`src/fault_flags_cfg.svh`:
```
/*
 * Offsets, field positions, implemented-bit masks and reset values of the
 * four event flag registers.
 * Assumes it is included by bare name, once or more, before use.
 */
`ifndef FAULT_FLAGS_CFG_SVH
`define FAULT_FLAGS_CFG_SVH

`define FLAG_REG_COUNT 4
`define FLAG_DATA_W 8

// Register offsets on the register bus.
`define SYS_FAULT_ADDR 8'h1B
`define SYS_INT_ADDR 8'h1C
`define CTRL_FAULT_ADDR 8'h1D
`define CTRL_INT_ADDR 8'h1E

// Storage index of each register.
`define SYS_FAULT_IDX 2'h0
`define SYS_INT_IDX 2'h1
`define CTRL_FAULT_IDX 2'h2
`define CTRL_INT_IDX 2'h3

// Bits that hold a flag; all others read as zero.
`define SYS_FAULT_MASK 8'hF1
`define SYS_INT_MASK 8'hEF
`define CTRL_FAULT_MASK 8'hC9
`define CTRL_INT_MASK 8'h08
`define FLAG_RESET 8'h00

// System fault register fields.
`define REF_FAULT_TWO_BIT 7
`define REF_FAULT_ONE_BIT 6
`define IO_OV_BIT 5
`define IO_UV_BIT 4
`define FUSE_ERR_BIT 0

// System interrupt register fields.
`define REF_WARN_HIGH_BIT 7
`define REF_WARN_LOW_BIT 6
`define WAKE_CAUSE_BIT 5
`define SYNC_FAULT_BIT 3
`define WAKE_PIN_BIT 2
`define VOUT_CFG_BIT 1
`define SUPV_CFG_BIT 0

// Controller fault and interrupt register fields.
`define HARD_RESET_BIT 7
`define SOFT_RESET_BIT 6
`define WWD_FAULT_BIT 3
`define INIT_ERR_BIT 0
`define WWD_MISS_BIT 3

`endif

```
`src/fault_flags_pkg.sv`:
```
/*
 * Types shared by the event flag register bank.
 * Assumes fault_flags_cfg.svh sits on the include path.
 */
`include "fault_flags_cfg.svh"

package fault_flags_pkg;

    typedef logic [`FLAG_DATA_W-1:0] flag_byte_t;
    typedef logic [`FLAG_REG_COUNT-1:0][`FLAG_DATA_W-1:0] flag_bank_t;
    typedef logic [1:0] reg_index_t;

    typedef struct packed {
        flag_bank_t flags;
        flag_byte_t rdata;
        logic rvalid;
        logic sys_pulse;
        logic ctrl_pulse;
    } flag_state_s;

endpackage

```
`src/fault_flag_bank.sv`:
```
/*
 * Event flag bank: system fault, system interrupt, controller fault and
 * controller interrupt flags, sticky until written with one.
 * Assumes a serial front end outside that turns frames into single-cycle
 * register reads and writes on the clk domain, and detectors that drive
 * their event inputs synchronously to clk.
 */
//
// What this block does
// - Second reference fault sets system fault bit 7, held until cleared.
// - First reference fault sets system fault bit 6, held until cleared.
// - Fuse double-bit error sets system fault bit 0; bits 3:1 read zero.
// - Reference high warning sets interrupt bit 7, low warning bit 6.
// - Wake cause bit 5 reads zero after a power-on wake-up.
// - Wake cause bit 5 reads one after enable-pin wake-up; write one clears.
// - External clock sync failure sets interrupt bit 3, sticky.
// - Output voltage configuration fault sets interrupt bit 1.
// - Supervision configuration fault sets interrupt bit 0.
// - Watchdog fault sets controller bit 3; bits 5:4 and 2:1 hold nothing.
// - Init timer error sets controller fault bit 0.
// - Missed watchdog trigger sets controller interrupt bit 3; others zero.
// - Flags read one after an event; only a written one clears.
// - Written zeros change nothing; all flags reset to zero.
// - A newly set flag pulses the matching global system or controller bit.
// - Clearing detailed flags never touches the global bits, and vice versa.
`timescale 1ns/1ps
`default_nettype none
`include "fault_flags_cfg.svh"

module fault_flag_bank #(
    parameter int ADDR_W = 8
) (
    input wire logic clk,
    input wire logic rst,
    input wire logic [ADDR_W-1:0] reg_addr,
    input wire logic reg_wr,
    input wire logic [`FLAG_DATA_W-1:0] reg_wdata,
    input wire logic reg_rd,
    output logic [`FLAG_DATA_W-1:0] reg_rdata,
    output logic reg_rvalid,
    input wire logic reference_fault_two,
    input wire logic reference_fault_one,
    input wire logic io_supply_overvoltage,
    input wire logic io_supply_undervoltage,
    input wire logic fuse_double_bit_error,
    input wire logic reference_warning_high,
    input wire logic reference_warning_low,
    input wire logic wake_cause,
    input wire logic sync_fault,
    input wire logic wake_pin_interrupt,
    input wire logic output_voltage_config_fault,
    input wire logic supervision_config_fault,
    input wire logic hard_reset_event,
    input wire logic soft_reset_event,
    input wire logic window_watchdog_fault,
    input wire logic init_timer_error,
    input wire logic watchdog_missed_trigger,
    output logic sys_global_set,
    output logic ctrl_global_set
);

    // Offsets are eight bits wide; a narrower address cannot reach them.
    if (ADDR_W < 8) begin : g_addr_check
        $error("fault_flag_bank: ADDR_W must be at least 8");
    end

    ////////////////////////////////////////////////////////////////////////
    // Decoding shared by the read and write paths.

    function automatic logic [2:0] decode(input logic [ADDR_W-1:0] a);
        logic [2:0] r;
        r = 3'h0;
        if ((a >> 8) == '0) begin
            case (a[7:0])
                `SYS_FAULT_ADDR: r = {1'b1, `SYS_FAULT_IDX};
                `SYS_INT_ADDR: r = {1'b1, `SYS_INT_IDX};
                `CTRL_FAULT_ADDR: r = {1'b1, `CTRL_FAULT_IDX};
                `CTRL_INT_ADDR: r = {1'b1, `CTRL_INT_IDX};
                default: r = 3'h0;
            endcase
        end
        return r;
    endfunction

    function automatic fault_flags_pkg::flag_byte_t mask_of(
        input fault_flags_pkg::reg_index_t i);
        fault_flags_pkg::flag_byte_t m;
        m = `CTRL_INT_MASK;
        case (i)
            `SYS_FAULT_IDX: m = `SYS_FAULT_MASK;
            `SYS_INT_IDX: m = `SYS_INT_MASK;
            `CTRL_FAULT_IDX: m = `CTRL_FAULT_MASK;
            default: m = `CTRL_INT_MASK;
        endcase
        return m;
    endfunction

    ////////////////////////////////////////////////////////////////////////
    // Event vectors, one byte per register, in field order.

    fault_flags_pkg::flag_state_s q;
    fault_flags_pkg::flag_state_s next_q;
    fault_flags_pkg::flag_bank_t ev;
    fault_flags_pkg::flag_bank_t clr;
    fault_flags_pkg::flag_bank_t rose;
    logic [2:0] wsel;
    logic [2:0] rsel;

    always_comb begin
        ev = '0;
        ev[`SYS_FAULT_IDX][`REF_FAULT_TWO_BIT] = reference_fault_two;
        ev[`SYS_FAULT_IDX][`REF_FAULT_ONE_BIT] = reference_fault_one;
        ev[`SYS_FAULT_IDX][`IO_OV_BIT] = io_supply_overvoltage;
        ev[`SYS_FAULT_IDX][`IO_UV_BIT] = io_supply_undervoltage;
        ev[`SYS_FAULT_IDX][`FUSE_ERR_BIT] = fuse_double_bit_error;
        ev[`SYS_INT_IDX][`REF_WARN_HIGH_BIT] = reference_warning_high;
        ev[`SYS_INT_IDX][`REF_WARN_LOW_BIT] = reference_warning_low;
        // A power-on wake leaves the bit at its reset value of zero.
        ev[`SYS_INT_IDX][`WAKE_CAUSE_BIT] = wake_cause;
        ev[`SYS_INT_IDX][`SYNC_FAULT_BIT] = sync_fault;
        ev[`SYS_INT_IDX][`WAKE_PIN_BIT] = wake_pin_interrupt;
        ev[`SYS_INT_IDX][`VOUT_CFG_BIT] = output_voltage_config_fault;
        ev[`SYS_INT_IDX][`SUPV_CFG_BIT] = supervision_config_fault;
        ev[`CTRL_FAULT_IDX][`HARD_RESET_BIT] = hard_reset_event;
        ev[`CTRL_FAULT_IDX][`SOFT_RESET_BIT] = soft_reset_event;
        ev[`CTRL_FAULT_IDX][`WWD_FAULT_BIT] = window_watchdog_fault;
        ev[`CTRL_FAULT_IDX][`INIT_ERR_BIT] = init_timer_error;
        ev[`CTRL_INT_IDX][`WWD_MISS_BIT] = watchdog_missed_trigger;
    end

    ////////////////////////////////////////////////////////////////////////
    // Next-state logic.

    assign wsel = decode(reg_addr);
    assign rsel = decode(reg_addr);

    always_comb begin
        next_q = q;
        next_q.rvalid = 1'b0;
        next_q.sys_pulse = 1'b0;
        next_q.ctrl_pulse = 1'b0;
        clr = '0;
        rose = '0;
        for (int i = 0; i < `FLAG_REG_COUNT; i++) begin
            if (reg_wr && wsel[2] && (wsel[1:0] == i[1:0])) begin
                clr[i] = reg_wdata;
            end
            // The set term is ORed after the clear, so an event that lands
            // in the same cycle as its clear is kept. Unused bits, even
            // the clearable pair in the controller fault register, have no
            // source and are masked to zero.
            next_q.flags[i] = ((q.flags[i] & ~clr[i]) | ev[i]) & mask_of(i[1:0]);
            rose[i] = next_q.flags[i] & ~q.flags[i];
        end
        // Only a 0-to-1 change of a flag pulses the global bit, so a held
        // event level produces one pulse, not a stream.
        next_q.sys_pulse = (|rose[`SYS_FAULT_IDX]) | (|rose[`SYS_INT_IDX]);
        next_q.ctrl_pulse = (|rose[`CTRL_FAULT_IDX]) | (|rose[`CTRL_INT_IDX]);
        if (reg_rd) begin
            next_q.rvalid = 1'b1;
            // A read shows the value before any write or event of the same
            // cycle; unmapped addresses answer zero.
            next_q.rdata = rsel[2] ? q.flags[rsel[1:0]] : 8'h00;
        end
    end

    always_ff @(posedge clk) begin
        if (rst) begin
            q <= '0;
        end else begin
            q <= next_q;
        end
    end

    assign reg_rdata = q.rdata;
    assign reg_rvalid = q.rvalid;
    // There is no path from the global register back into these flags, and
    // nothing here clears the global bits; they only receive set pulses.
    assign sys_global_set = q.sys_pulse;
    assign ctrl_global_set = q.ctrl_pulse;

    ////////////////////////////////////////////////////////////////////////
    // Checks.

    logic wr_sys_fault;
    logic wr_sys_int;
    logic wr_ctrl_fault;
    assign wr_sys_fault = reg_wr && (reg_addr == ADDR_W'(`SYS_FAULT_ADDR));
    assign wr_sys_int = reg_wr && (reg_addr == ADDR_W'(`SYS_INT_ADDR));
    assign wr_ctrl_fault = reg_wr && (reg_addr == ADDR_W'(`CTRL_FAULT_ADDR));

    property p_ref_two_set;
        @(posedge clk) disable iff (rst)
        reference_fault_two |=> q.flags[0][7];
    endproperty
    a_ref_two_set: assert property (p_ref_two_set)
        else $error("reference fault two flag not set");

    property p_ref_one_hold;
        @(posedge clk) disable iff (rst)
        (q.flags[0][6] && !(wr_sys_fault && reg_wdata[6])) |=> q.flags[0][6];
    endproperty
    a_ref_one_hold: assert property (p_ref_one_hold)
        else $error("reference fault one flag lost without a clear");

    property p_io_set;
        @(posedge clk) disable iff (rst)
        (io_supply_overvoltage && io_supply_undervoltage) |=> (q.flags[0][5:4] == 2'h3);
    endproperty
    a_io_set: assert property (p_io_set)
        else $error("IO supply flags not set");

    property p_sys_unused;
        @(posedge clk) disable iff (rst)
        reg_wr |=> (q.flags[0][3:1] == 3'h0) && (q.flags[1][4] == 1'b0);
    endproperty
    a_sys_unused: assert property (p_sys_unused)
        else $error("unused system bit became set");

    property p_warn_set;
        @(posedge clk) disable iff (rst)
        (reference_warning_high && wr_sys_int && reg_wdata[7]) |=> q.flags[1][7];
    endproperty
    a_warn_set: assert property (p_warn_set)
        else $error("warning event lost against a same-cycle clear");

    property p_wake_clear;
        @(posedge clk) disable iff (rst)
        (q.flags[1][5] && wr_sys_int && reg_wdata[5] && !wake_cause) |=> !q.flags[1][5];
    endproperty
    a_wake_clear: assert property (p_wake_clear)
        else $error("wake cause not cleared by a written one");

    property p_ctrl_unused;
        @(posedge clk) disable iff (rst)
        1'b1 |-> (q.flags[2][5:4] == 2'h0) && (q.flags[2][2:1] == 2'h0) &&
                 (q.flags[3][7:4] == 4'h0) && (q.flags[3][2:0] == 3'h0);
    endproperty
    a_ctrl_unused: assert property (p_ctrl_unused)
        else $error("unused controller bit became set");

    property p_zero_write;
        @(posedge clk) disable iff (rst)
        (wr_ctrl_fault && reg_wdata == 8'h00 && !hard_reset_event && !soft_reset_event &&
         !window_watchdog_fault && !init_timer_error) |=> $stable(q.flags[2]);
    endproperty
    a_zero_write: assert property (p_zero_write)
        else $error("writing zero changed a controller flag");

    property p_sys_pulse;
        @(posedge clk) disable iff (rst)
        ($rose(q.flags[0][0]) || $rose(q.flags[1][3])) |-> sys_global_set;
    endproperty
    a_sys_pulse: assert property (p_sys_pulse)
        else $error("system global set pulse missing");

    property p_ctrl_pulse_once;
        @(posedge clk) disable iff (rst)
        ctrl_global_set |=> !ctrl_global_set || $changed(q.flags[2]) || $changed(q.flags[3]);
    endproperty
    a_ctrl_pulse_once: assert property (p_ctrl_pulse_once)
        else $error("controller global set pulse held without a new flag");

    property p_readback;
        @(posedge clk) disable iff (rst)
        (reg_rd && reg_addr == ADDR_W'(`SYS_FAULT_ADDR)) |=>
            reg_rvalid && (reg_rdata == $past(q.flags[0]));
    endproperty
    a_readback: assert property (p_readback)
        else $error("read data does not match the flag register");

    property p_sync_set;
        @(posedge clk) disable iff (rst)
        sync_fault |=> q.flags[`SYS_INT_IDX][`SYNC_FAULT_BIT];
    endproperty
    a_sync_set: assert property (p_sync_set)
        else $error("clock sync fault flag not set");

    property p_vout_cfg_set;
        @(posedge clk) disable iff (rst)
        output_voltage_config_fault |=> q.flags[`SYS_INT_IDX][`VOUT_CFG_BIT];
    endproperty
    a_vout_cfg_set: assert property (p_vout_cfg_set)
        else $error("output voltage configuration flag not set");

    property p_supv_cfg_set;
        @(posedge clk) disable iff (rst)
        supervision_config_fault |=> q.flags[`SYS_INT_IDX][`SUPV_CFG_BIT];
    endproperty
    a_supv_cfg_set: assert property (p_supv_cfg_set)
        else $error("supervision configuration flag not set");

    property p_hard_set;
        @(posedge clk) disable iff (rst)
        hard_reset_event |=> q.flags[`CTRL_FAULT_IDX][`HARD_RESET_BIT];
    endproperty
    a_hard_set: assert property (p_hard_set)
        else $error("hard reset flag not set");

    property p_soft_set;
        @(posedge clk) disable iff (rst)
        soft_reset_event |=> q.flags[`CTRL_FAULT_IDX][`SOFT_RESET_BIT];
    endproperty
    a_soft_set: assert property (p_soft_set)
        else $error("soft reset flag not set");

    property p_init_set;
        @(posedge clk) disable iff (rst)
        init_timer_error |=> q.flags[`CTRL_FAULT_IDX][`INIT_ERR_BIT];
    endproperty
    a_init_set: assert property (p_init_set)
        else $error("init timer flag not set");

    property p_miss_set;
        @(posedge clk) disable iff (rst)
        watchdog_missed_trigger |=> q.flags[`CTRL_INT_IDX][`WWD_MISS_BIT];
    endproperty
    a_miss_set: assert property (p_miss_set)
        else $error("missed trigger flag not set");

    property p_wake_set;
        @(posedge clk) disable iff (rst)
        wake_cause |=> q.flags[`SYS_INT_IDX][`WAKE_CAUSE_BIT];
    endproperty
    a_wake_set: assert property (p_wake_set)
        else $error("wake cause flag not set");

    property p_pin_set;
        @(posedge clk) disable iff (rst)
        wake_pin_interrupt |=> q.flags[`SYS_INT_IDX][`WAKE_PIN_BIT];
    endproperty
    a_pin_set: assert property (p_pin_set)
        else $error("enable interrupt flag not set");

    property p_clear_no_pulse;
        @(posedge clk) disable iff (rst)
        (reg_wr && (ev == '0)) |=> !sys_global_set && !ctrl_global_set;
    endproperty
    a_clear_no_pulse: assert property (p_clear_no_pulse)
        else $error("a clear produced a global set pulse");

    property p_rvalid_once;
        @(posedge clk) disable iff (rst)
        !reg_rd |=> !reg_rvalid;
    endproperty
    a_rvalid_once: assert property (p_rvalid_once)
        else $error("read valid raised without a read");

endmodule // fault_flag_bank

`default_nettype wire

```
`config.mk`:
```
export PLATFORM = sky130hd
export DESIGN_NAME = fault_flag_bank
export DESIGN_NICKNAME = d
export VERILOG_FILES = /design/src/fault_flags_pkg.sv /design/src/fault_flag_bank.sv
export VERILOG_INCLUDE_DIRS = /design/src /design/src/src
export SDC_FILE = /design/constraint.sdc
export NUM_CORES = 1
export LEC_CHECK = 0
export ABC_AREA = 1
export BUFFER_PORTS_ARGS = -buffer_cell sky130_fd_sc_hd__buf_2
export CORE_MARGIN = 2
export CORE_UTILIZATION = 53
export CTS_CLUSTER_SIZE = 14
export DETAILED_ROUTE_END_ITERATION = 8
export PLACE_DENSITY = 0.83
export SYNTH_ARGS = -nofsm -noshare
export SYNTH_HDL_FRONTEND = slang
export SYNTH_SLANG_ARGS = --single-unit
```
`constraint.sdc`:
```
create_clock -name clk -period 4 [get_ports clk]
set_input_delay 1 -clock clk [delete_from_list [all_inputs] [get_ports clk]]
set_output_delay 1 -clock clk [all_outputs]
set_load 0.02 [all_outputs]
```
==> run_results.csv <==
group,metric,value,unit
final_layout,nNetsFinal,288,
route,drt_iter0_drc,47,
synthesis,synth.avg_cell_area,6.94,sq um
route,vias,1468,
floorplan,die_area,0.00321,sq mm
timing,period_share,49.4,%
hold_path,hold_depth,2,
floorplan,coreArea,0.00269,sq mm
route,wl_met2,1500,microns
timing,finalSetupViolations,0,
route,wl_met3,179,microns
synthesis,syn_nets,249,
setup_path,cp.required,4280,ps
setup_path,cp.arrival,2250,ps
flow_run,drv_cap,0,
timing,hold_viol,0,
hold_path,hold_class,"reg2reg",
route,wire_per_inst,11.3,microns
global_routing,grt_max_degree,27,
synthesis,synthCells,212,
timing,fin_crit,1970,ps
timing,clock.fmax,0.507,GHz
floorplan,start_util,54.8,%
place,hpwl,2460,microns
final_layout,num_antenna_cells,0,
route,met1Wirelength,1480,microns
power,cellPowerDensity,335,mW/mm^2
setup_path,ff2ff_path_depth,5,
floorplan,rows,19,
cts,cts_resized,0,
power,ir_drop,0.250,mV
place,gp_congestion,0.883,
global_routing,grt_pass1_wl,5420,microns
cts,cts.clk_slew.worst_paths,150,ps
floorplan,die_w,56.7,microns
global_routing,grt_overflow,0,
cts,clk_root_buffer_cell,"clkbuf_4",
floorplan,die_h,56.7,microns
route,drt.antenna.violating_nets,0,
global_routing,track_usage,21.0,%
timing,drv_slew,0,
route,first_pass_iters,4,
cts,cts_tree,"done",
setup_path,cp-start-kind,"input pin",
timing,slew_headroom,67.8,%
synthesis,yosysSeqAreaShare,38.1,%
cts,post-cts-setup-buffers,0,
place,portBuffers,47,
outcome,status,"complete, no violations",
power,p_leak,0.856,nW
cts,worstSkewPairLatency,330,ps
global_routing,antenna_found_initial,0,
cts,clkSinkCount,28,
route,wirelength,3190,microns
global_routing,grt_pass1_vias,1296,
setup_path,critPathCaptureType,"flop",
setup_path,cp_max_fo,11,
route,drc_errors,0,
timing,rsz0062_at_grt,"no",
setup_path,path_class,"in2reg",
synthesis,syn-cell-area,0.00147,sq mm
synthesis,yosysWarnings,0,
cts,hold_buffers,0,
floorplan,io-pin-count,48,
cts,htree_levels,1,
timing,skew,4.11,ps
final_layout,drive_gt1_share,26.0,%
timing,setup_tns,0,ps
cts,numCtsBuffers,3,
timing,tightest_slew,484,ps
synthesis,synth_cell_types,24,
final_layout,area_growth,16.3,%
route,vias_per_cell,5.22,
synthesis,synth_seq_cells,28,
power,finalPower,0.573,mW
route,top_layer,"met4",
cts,cts.path.max_buffers,2,
[worst max-delay path: stages]
cell     delay [ps]
buf_2           110
inv_2            40
nand2_2          70
nor2_8          200
nand3_4         100
nor2_2          370
nand2_1         120
nand2_1          80
nand2_1          60
a21oi_2         100
[report_power, final]
group / internal (mW) / switching (mW)
sequential: 0.294 / 0.0108
combinational: 0.0325 / 0.0475
clock: 0.101 / 0.0862
[routing by layer]
layer / vias to the layer above / GRT usage [%]
met5: - / 0
li1: 755 / -
met3: 7 / 4.15
met2: 47 / 34.7
met4: 0 / 7.48
met1: 659 / 27.1
[cell type report]
class	instances	area, sq um
clock buffer	3	22.5
multi-input combinational	139	704
inverter	32	120
timing repair buffer	47	235
sequential	28	561
tap	31	38.8
clock inverter	1	30.0
fill	254	975
[path summary, 6_finish.rpt]
kind	from	end	slack, ps
max	reg_addr[5]	reg_rdata[3]	2030
min	reg_rdata[0]	reg_rdata[0]	470
max reg2reg	q[24]	sys_global_set	2960
min reg2reg	reg_rdata[0]	reg_rdata[0]	470
[synth_stat cells]
cell type  count  share of area (%)
nor2_1        12                3.1
clkbuf_1       3               0.77
o21ai_0        2               0.68
inv_1         29                7.4
nor2_2         2               0.85
buf_1          1               0.25
nand2_1       51                 13
nor2_8         1                1.4
nand4_1        5                2.1
buf_4          8                4.1
a21oi_4        1                1.1
o22ai_1        8                3.4
o31ai_1        1               0.51
o211ai_4       1                1.4
a21oi_1       23                7.8
dfxtp_1       28                 38
a21oi_2        2                1.2
o21ai_1        1               0.34
buf_6          1               0.77
nand3_4        1                1.2
inv_2          3               0.77
nand2_2        3                1.3
nor3_1         3                1.0
nand3_1       22                7.5
[logic make-up (layout without fill, tap and decap cells)]
family | count (synthesis) | after routing | synth area share (%)
and+or+nand+nor | 100 | 100 | 31.4
DFF | 28 | 28 | 38.1
buffers and inverters | 45 | 83 | 14.0
AOI/OAI and AO/OA | 39 | 39 | 16.5
[registers in the layout (all words and copies together), names as in the netlist]
register,count
sys_global_set,1
q,17
ctrl_global_set,1
reg_rvalid,1
reg_rdata,8
[stage by stage]
stage,std cells,cell area (sq um),hold slack (ps),utilization (%),worst slack [ps]
final,281,1710,472,63.7,2030
after global routing,281,1710,484,63.7,1910
after CTS,281,1710,475,63.7,2040
after detailed placement,277,1660,454,61.8,1690
after global placement,277,1660,450,61.8,1730
after floorplan,212,1470,446,-,2050
[cells in the final DEF, fill, tap and decap left out, drive strengths merged]
cell type,synthesis,layout
a21oi,26,26
buf,10,47
bufinv,0,1
clkbuf,3,3
dfxtp,28,28
inv,32,32
nand2,54,54
nand3,23,23
nand4,5,5
nor2,15,15
nor3,3,3
o211ai,1,1
o21ai,3,3
o22ai,8,8
o31ai,1,1
No activity file was read; power rests on OpenSTA's default activity.
